### config.mk
export PLATFORM = sky130hd
export DESIGN_NAME = sads_top
export DESIGN_NICKNAME = d
export VERILOG_FILES = /design/src/common/sads_pkg.sv /design/src/hw/sads_top.sv
export VERILOG_INCLUDE_DIRS = /design/src /design/src/common
export SDC_FILE = /design/constraint.sdc
export NUM_CORES = 1
export LEC_CHECK = 0
export BUFFER_PORTS_ARGS = -buffer_cell sky130_fd_sc_hd__clkbuf_2
export CORE_ASPECT_RATIO = 1.25
export CORE_UTILIZATION = 50
export CTS_BUF_LIST = sky130_fd_sc_hd__clkbuf_16
export DETAILED_ROUTE_END_ITERATION = 12
export HOLD_SLACK_MARGIN = 0.15
export PLACE_DENSITY = 0.76
export SLEW_MARGIN = 20
export SYNTH_ARGS = -nofsm -noshare
export SYNTH_HDL_FRONTEND = slang
export SYNTH_SLANG_ARGS = --single-unit
### constraint.sdc
create_clock -name hclk -period 8.05 [get_ports hclk]
set_clock_uncertainty 0.1 [all_clocks]
set_input_delay 0.805 -clock hclk [delete_from_list [all_inputs] [get_ports hclk]]
set_output_delay 0.805 -clock hclk [all_outputs]
set_load 0.02 [all_outputs]
### src/common/sads_params.svh
// offsets, field positions, reset values and timing counts of the converter sequencer
`ifndef SADS_PARAMS_SVH
`define SADS_PARAMS_SVH

// ----------------------------------------------------------------
// register indices (byte address = 4 x index)
// ----------------------------------------------------------------
`define SADS_IDX_CTRL     8'ha4
`define SADS_IDX_INPUT    8'ha5
`define SADS_IDX_RES_LO   8'ha6
`define SADS_IDX_RES_HI   8'ha7
`define SADS_RESET_BYTE   8'h00

// ----------------------------------------------------------------
// converter_control_reg fields
// ----------------------------------------------------------------
`define SADS_C_DONE       7
`define SADS_C_START      6
`define SADS_C_DAC        5
`define SADS_C_EN         4
`define SADS_C_LADJ       3
`define SADS_C_CK_HI      2
`define SADS_C_CK_LO      0

// ----------------------------------------------------------------
// input_control_reg fields
// ----------------------------------------------------------------
`define SADS_I_CONNECT    7
`define SADS_I_ISRC       6
`define SADS_I_TRG_HI     5
`define SADS_I_TRG_LO     4
`define SADS_I_SELECT_A       3
`define SADS_I_CH_HI      2
`define SADS_I_CH_LO      0
`define SADS_CH_INTERNAL  3'h6

// ----------------------------------------------------------------
// sequencing counts in converter clock cycles (index of cycle, from 0), plus bit count, mid code and oscillator divide
// ----------------------------------------------------------------
`define SADS_ADC_LAST     4'hc
`define SADS_DAC_LAST     4'ha
`define SADS_ADC_FIRST    4'h3
`define SADS_DAC_FIRST    4'h1
`define SADS_ADC_SAMPLE   4'h2
`define SADS_DAC_PROP     4'h6
`define SADS_BITS_M1      4'h9
`define SADS_MID_CODE     10'h200
`define SADS_RC_DIV_LAST  2'h3

`endif

### src/common/sads_pkg.sv
// types of the converter sequencer
package sads_pkg;

  typedef enum logic [1:0] {
    SADS_IDLE = 2'b00,
    SADS_RUN  = 2'b01,
    SADS_SYNC = 2'b10
  } sads_phase_t;

  typedef struct packed {
    sads_phase_t phase;
    logic [3:0]  cyc;
    logic [9:0]  code;
    logic [9:0]  dbuf;
    logic [9:0]  res;
    logic        done;
    logic        dac;
    logic        en;
    logic        ladj;
    logic [2:0]  ck;
    logic        connect;
    logic        isrc;
    logic [1:0]  trigger_select;
    logic        select_a;
    logic [2:0]  ch;
    logic [7:0]  dlo;
    logic [7:0]  dhi;
    logic [6:0]  div;
    logic [1:0]  rc;
    logic        a_wr;
    logic [1:0]  a_reg;
    logic [31:0] hrdata;
    logic        hreadyout;
    logic        hresp;
    logic        sample;
    logic        dac_drive;
    logic        force_in;
    logic        ana_connect;
    logic        ana_select_a;
    logic [1:0]  ana_src;
    logic        ana_ref;
    logic        power;
    logic        rc_osc_en;
  } sads_state_t;

endpackage

### src/hw/sads_top.sv
// converter sequencer: ahb-lite registers, clock select, adc/dac cycle control
//
// Register access over AHB-Lite and the placing of the registers were chosen for this implementation.
`timescale 1ns/1ps
`include "sads_params.svh"

module sads_top
  import sads_pkg::*;
(
  input  wire logic        hclk,
  input  wire logic        hresetn,
  input  wire logic        hsel,
  input  wire logic [31:0] haddr,
  input  wire logic [1:0]  htrans,
  input  wire logic        hwrite,
  input  wire logic [2:0]  hsize,
  input  wire logic [31:0] hwdata,
  input  wire logic        hready,
  output logic      [31:0] hrdata,
  output logic             hreadyout,
  output logic             hresp,
  input  wire logic        rc_osc_tick,
  input  wire logic [2:0]  timer_ovf,
  input  wire logic        isr_ack,
  input  wire logic        cmp_out,
  output logic             conversion_done_flag,
  output logic             start_busy,
  output logic             ana_power,
  output logic             ana_dac_mode,
  output logic             ana_connect,
  output logic             ana_select_a,
  output logic      [2:0]  ana_channel,
  output logic      [1:0]  ana_src,
  output logic             ana_int_ref,
  output logic             ana_sample,
  output logic      [9:0]  sar_code,
  output logic             dac_drive,
  output logic             pin_force_input,
  output logic             rc_osc_enable
);

  sads_state_t st_r;
  sads_state_t st_nxt;

  logic        addr_ok;
  logic [1:0]  addr_reg;
  logic        conv_tick;
  logic [6:0]  div_mask;
  logic        start_req;
  logic        conv_end;
  logic [3:0]  first_cyc;
  logic [3:0]  last_cyc;
  logic [3:0]  bit_off;
  logic [3:0]  bit_idx;
  logic [9:0]  code_v;

  // ----------------------------------------------------------------
  // address decode and converter clock
  // ----------------------------------------------------------------
  assign addr_ok  = (haddr[31:10] == 22'h0) && (haddr[9:4] == `SADS_IDX_CTRL >> 2);
  assign addr_reg = haddr[3:2];
  // code n>0 ticks every 2^n system clocks, independent of cpu dividers
  assign div_mask = 7'h7f >> (3'h7 - st_r.ck);
  assign conv_tick = (st_r.ck == 3'h0) ?
                     (rc_osc_tick && (st_r.rc == `SADS_RC_DIV_LAST)) :
                     ((st_r.div & div_mask) == div_mask);
  assign first_cyc = st_r.dac ? `SADS_DAC_FIRST : `SADS_ADC_FIRST;
  assign last_cyc  = st_r.dac ? `SADS_DAC_LAST : `SADS_ADC_LAST;
  assign conv_end  = (st_r.phase == SADS_RUN) && conv_tick && (st_r.cyc == last_cyc);
  assign bit_off   = st_r.cyc - first_cyc;
  assign bit_idx   = `SADS_BITS_M1 - bit_off;

  // ----------------------------------------------------------------
  // next state
  // ----------------------------------------------------------------
  always_comb begin
    st_nxt    = st_r;
    start_req = 1'b0;
    code_v    = st_r.code;
    st_nxt.div = st_r.div + 7'h1;
    if (rc_osc_tick) begin
      st_nxt.rc = st_r.rc + 2'h1;
    end

    // bus address phase
    st_nxt.a_wr  = hsel && hready && htrans[1] && hwrite && addr_ok;
    st_nxt.a_reg = addr_reg;
    if (hsel && hready && htrans[1] && !hwrite) begin
      st_nxt.hrdata = 32'h0;
      if (addr_ok) begin
        case (addr_reg)
          2'h0: st_nxt.hrdata[7:0] = {st_r.done, st_r.phase == SADS_RUN, st_r.dac,
                                      st_r.en, st_r.ladj, st_r.ck};
          2'h1: st_nxt.hrdata[7:0] = {st_r.connect, st_r.isrc, st_r.trigger_select, st_r.select_a,
                                      st_r.ch};
          // result pair readable only in adc mode; data is write-only in dac mode
          2'h2: st_nxt.hrdata[7:0] = st_r.dac ? 8'h00 :
                                     (st_r.ladj ? {st_r.res[1:0], 6'h00} : st_r.res[7:0]);
          2'h3: st_nxt.hrdata[7:0] = st_r.dac ? 8'h00 :
                                     (st_r.ladj ? st_r.res[9:2] :
                                      {{6{st_r.res[9]}}, st_r.res[9:8]});
          default: st_nxt.hrdata = 32'h0;
        endcase
      end
    end

    // bus data phase write
    if (st_r.a_wr) begin
      case (st_r.a_reg)
        2'h0: begin
          st_nxt.dac  = hwdata[`SADS_C_DAC];
          st_nxt.en   = hwdata[`SADS_C_EN];
          st_nxt.ladj = hwdata[`SADS_C_LADJ];
          st_nxt.ck   = hwdata[`SADS_C_CK_HI:`SADS_C_CK_LO];
          if (!hwdata[`SADS_C_DONE]) begin
            st_nxt.done = 1'b0;
          end
          start_req = hwdata[`SADS_C_START] && hwdata[`SADS_C_EN];
        end
        2'h1: begin
          st_nxt.connect = hwdata[`SADS_I_CONNECT];
          st_nxt.isrc    = hwdata[`SADS_I_ISRC];
          st_nxt.trigger_select     = hwdata[`SADS_I_TRG_HI:`SADS_I_TRG_LO];
          st_nxt.select_a    = hwdata[`SADS_I_SELECT_A];
          st_nxt.ch      = hwdata[`SADS_I_CH_HI:`SADS_I_CH_LO];
        end
        2'h2: begin
          if (st_r.dac) begin
            st_nxt.dlo = hwdata[7:0];
          end
        end
        2'h3: begin
          if (st_r.dac) begin
            st_nxt.dhi = hwdata[7:0];
          end
        end
        default: st_nxt.dlo = st_r.dlo;
      endcase
    end

    // timer trigger, code 0 is software only
    if (st_r.en && (st_r.trigger_select != 2'h0) && timer_ovf[st_r.trigger_select - 2'h1]) begin
      start_req = 1'b1;
    end

    // done flag: vectoring clears it; a pending set wins over that clear
    if (isr_ack) begin
      st_nxt.done = 1'b0;
    end

    case (st_r.phase)
      SADS_IDLE: begin
        if (start_req) begin
          st_nxt.phase = SADS_RUN;
          st_nxt.cyc   = 4'h0;
          st_nxt.code  = 10'h0;
          // one system clock to copy the data pair, before converter cycle two
          st_nxt.dbuf  = (st_r.ladj ? {st_r.dhi, st_r.dlo[7:6]} :
                          {st_r.dhi[1:0], st_r.dlo}) ^ `SADS_MID_CODE;
        end
      end
      SADS_RUN: begin
        // requests while running are dropped, never restart the sequence
        if (conv_tick) begin
          st_nxt.cyc = st_r.cyc + 4'h1;
          if (st_r.cyc == first_cyc - 4'h1) begin
            code_v = `SADS_MID_CODE;
          end
          if ((st_r.cyc >= first_cyc) && (bit_off <= `SADS_BITS_M1)) begin
            code_v[bit_idx] = st_r.dac ? st_r.dbuf[bit_idx] : cmp_out;
            if (bit_idx != 4'h0) begin
              code_v[bit_idx - 4'h1] = 1'b1;
            end
          end
          st_nxt.code = code_v;
          if (st_r.dac && (st_r.cyc == `SADS_DAC_PROP - 4'h1)) begin
            st_nxt.dac_drive = 1'b1;
          end
          if (conv_end) begin
            st_nxt.phase = SADS_SYNC;
            if (!st_r.dac) begin
              st_nxt.res = code_v ^ `SADS_MID_CODE;
            end
          end
        end
      end
      SADS_SYNC: begin
        st_nxt.phase = SADS_IDLE;
        st_nxt.done  = 1'b1;
      end
      default: st_nxt.phase = SADS_IDLE;
    endcase

    // disabling drops any conversion and the dac drive
    if (!st_nxt.en) begin
      st_nxt.phase = SADS_IDLE;
    end
    if (!(st_nxt.en && st_nxt.dac)) begin
      st_nxt.dac_drive = 1'b0;
    end

    // bus response and analog controls
    st_nxt.hreadyout   = 1'b1;
    st_nxt.hresp       = 1'b0;
    st_nxt.power       = st_nxt.en;
    st_nxt.rc_osc_en   = st_nxt.en && (st_nxt.ck == 3'h0);
    st_nxt.force_in    = st_nxt.en && st_nxt.dac;
    st_nxt.ana_connect = st_nxt.en && !st_nxt.dac && st_nxt.connect;
    st_nxt.ana_select_a    = st_nxt.en && !st_nxt.dac && st_nxt.select_a;
    st_nxt.ana_ref     = !st_nxt.dac && (st_nxt.ch == `SADS_CH_INTERNAL);
    st_nxt.ana_src     = (st_nxt.dac || (st_nxt.ch != `SADS_CH_INTERNAL)) ? 2'h0 :
                         (st_nxt.isrc ? 2'h2 : 2'h1);
    st_nxt.sample      = (st_nxt.phase == SADS_RUN) && !st_nxt.dac &&
                         (st_nxt.cyc == `SADS_ADC_SAMPLE);
  end

  // ----------------------------------------------------------------
  // state register
  // ----------------------------------------------------------------
  always_ff @(posedge hclk or negedge hresetn) begin
    if (!hresetn) begin
      st_r <= '0;
    end else begin
      st_r <= st_nxt;
    end
  end

  assign hrdata               = st_r.hrdata;
  assign hreadyout            = st_r.hreadyout;
  assign hresp                = st_r.hresp;
  assign conversion_done_flag = st_r.done;
  assign start_busy           = (st_r.phase == SADS_RUN);
  assign ana_power            = st_r.power;
  assign ana_dac_mode         = st_r.force_in;
  assign ana_connect          = st_r.ana_connect;
  assign ana_select_a             = st_r.ana_select_a;
  assign ana_channel          = st_r.ch;
  assign ana_src              = st_r.ana_src;
  assign ana_int_ref          = st_r.ana_ref;
  assign ana_sample           = st_r.sample;
  assign sar_code             = st_r.code;
  assign dac_drive            = st_r.dac_drive;
  assign pin_force_input      = st_r.force_in;
  assign rc_osc_enable        = st_r.rc_osc_en;
endmodule

==> flow_summary.ini <==
[critical_path]
crit_arrival_ps = 4390
cp-end-kind = flip-flop
cp_slowest_stage_delay_ps = 800
cp_max_fo = 21
start_kind = flip-flop
cpMaxStageDelayCell = xnor2_1
crit_type = flip-flop to flip-flop
path_delay_family = XOR/XNOR gates
crit_buf_inv = 1
cp.required_ps = 8180
cp_cell_sequence = fa_1 > xnor2_1 > inv_1 > ha_1 > xor2_1 > xnor2_1 > nor2b_1 > a21oi_1 > a311oi_2 > a21oi_1 > mux2_2

[floorplan]
fp-row-count = 42
die_h_um = 119
num_io_pins = 140
die_area_um2 = 11500
dieWidth_um = 96.0
initial_core_util = 0.517
core-area_um2 = 10700

[routing]
drtAntennaViolNets = 0
routed_wl_mm = 12.8
drc = 0
via_count = 4213
viasPerCell = 5.72
drt-initial-drc-count = 341
wl_per_cell_um = 17.3
first_pass_iters = 7

[synth]
synthSimpleGateAreaFrac = 0.141
synthArstFlopShare = 1.00
ys.flop_type = dfrtp_1
synth-edff-count = 0
yosys.area.top_type = dfrtp_1
ys_top_cells_by_area = dfrtp_1 44%, mux2_2 7.8%, buf_4 6.8%
muxShareOfSynthArea = 0.129
synth_cell_types = 63
ys_seq_area_frac = 0.440
netlist_area_um2 = 5520
ys_warn_count = 0
synth_xor_area_frac = 0.0238
syn_area_per_cell_um2 = 9.96
post-synth-top-area-fraction = 0.440
synth_cells = 554
synth-seq-cells = 97
synth_fa_ha_area_frac = 0.0331
synth_top_family_by_area = simple AND/OR/NAND/NOR gates
synth-compound-area-share = 0.132

[timing]
slew_headroom = 0.309
rsz0062_at_grt = false
setup-violations-final = 0
setup_tns_ps = 0
hold_ws_ps = 365
period_share = 0.530
hold_viol_final = 0
period_needed_ps = 4270
worstMarginPinSlew_ps = 1030
drv_slew = 0
maxClockFrequency_mhz = 234

[layout]
synthToLayoutAreaGrowth_pct = 9.16
final_common_cell = dfrtp_1
multi_input_area_um2 = 2630
final_nets = 695
fillCellCount = 943
seq_area_um2 = 2430
antenna_cells = 0
fin_util = 0.565
final_cell_mix = 97 x dfrtp_1, 84 x clkbuf_2, 51 x nand2_1
final_cells = 737
drive_gt1_frac = 0.245

[pwr]
power_frac_clock = 0.420
switching_share = 0.233
seqPwrFrac = 0.510
p_total_mw = 0.997
vdd_drop_max_mv = 0.118
leakagePower_nw = 2.90
combPwrFrac = 0.071
p_int_mw = 0.764
p_sw_mw = 0.233
powerDensity_nw_per_um2 = 165

[cts]
htreeDepth = 3
cts_inserted_buffers = 9
cts_sinks = 97
cts_hold_buf = 0
clock_path_buffers = 2
cts_tree = built
clk_latency_ps = 340
path_clk_slew_ps = 60
cts_root_buf = clkbuf_16
postCtsSetupBuffers = 0
cts_resized = 0

[global_route]
antenna_found_initial = 0
grt_max_degree = 53
track_usage = 0.233
grt.overflow.total = 0
first_global_vias = 4070
grt_pass1_wl_mm = 20.4

[status]
status = completed

[placement]
io_buffers = 84
dp_hpwl_mm = 9.38
dpl.cell_count = 721
gp_congestion = 0.870

[flow_run]
cap_violations = 0

[worst_hold_path]
hold_class = primary input to async pin
[worst paths after layout]
| check | depth (start not counted) | endpoint | slack, ps | from |
|---|---|---|---|---|
| min in group hclk | 1 | st_r[55]$_DFF_PN0_ | 370 | st_r[55]$_DFF_PN0_ |
| hold / removal | 1 | sar_code[3]$_DFFE_PN0P_ | 370 | hresetn |
| setup reg to reg | 11 | st_r[88]$_DFFE_PN0P_ | 3780 | st_r[85]$_DFF_PN0_ |
| hold reg to reg | 1 | st_r[55]$_DFF_PN0_ | 370 | st_r[55]$_DFF_PN0_ |
| setup / recovery | 11 | st_r[88]$_DFFE_PN0P_ | 3780 | st_r[85]$_DFF_PN0_ |
| max in group asynchronous | 2 | ana_channel[1]$_DFF_PN0_ | 6370 | hresetn |
[logic make-up after synthesis]
group | Yosys count
simple gates | 154
compound gates | 112
flops | 97
buf+inv | 95
mux | 65
xor+xnor | 15
fa+ha+maj | 14
other cells | 2
[state kept, by name, indices dropped and copies added (netlist names), 2 cells and up]
register / cells
ana_channel: 3
ana_src: 2
hrdata: 8
sar_code: 10
st_r: 64
[final cells by class]
class | count | area share
multi-input combinational | 386 | 0.436
tap | 132 | 0.0274
clock buffer | 9 | 0.0374
sequential | 97 | 0.403
clock inverter | 6 | 0.0102
timing repair buffer | 87 | 0.0735
inverter | 20 | 0.0125
[routing by layer]
layer,track usage,part of all wire
met5,0,0
met4,0.0961,0.025
met2,0.380,0.51
met1,0.300,0.42
met3,0.0421,0.046
[power groups by stage]
stage / Sequential (mW) / Clock [mW] / Combinational [mW]
after floorplan: 0.516 / 0 / 0.0482
after global placement: 0.516 / 0 / 0.0681
after detailed placement: 0.518 / 0 / 0.0705
after CTS: 0.508 / 0.427 / 0.0711
after global routing: 0.510 / 0.444 / 0.0792
final: 0.508 / 0.418 / 0.0705
[through the flow]
step                      setup WS (ps)  area, um^2
after floorplan                    4940        5610
after global placement             3900        5730
after detailed placement           3850        5730
after CTS                          3780        6020
after global routing               3470        6030
final                              3780        6030
[Yosys cell counts (all sizes together) (3+ instances only)]
master	instances
a22o	4
nand3	9
a211oi	5
mux2i	26
and3	8
o31ai	3
a31oi	6
nand2	52
buf	58
nor2	36
ha	13
clkbuf	17
nand4	8
and2	5
dfrtp	97
a21oi	25
xnor2	9
o21ai	38
mux2	38
nor2b	7
inv	20
a22oi	9
nor3	3
nand3b	3
nand2b	5
xor2	6
nor4	8
[worst register-to-register path: cells and delay by family (launching register included)]
family / cells / cell delay, ps
buffers and inverters: 1 / 100
AO/OA/AOI/OAI: 3 / 500
multiplexers: 1 / 290
flip-flops: 1 / 660
adder cells (fa/ha/maj): 2 / 840
AND/OR/NAND/NOR: 1 / 420
XOR/XNOR: 3 / 1250
No activity file was read; power rests on OpenSTA's default activity.
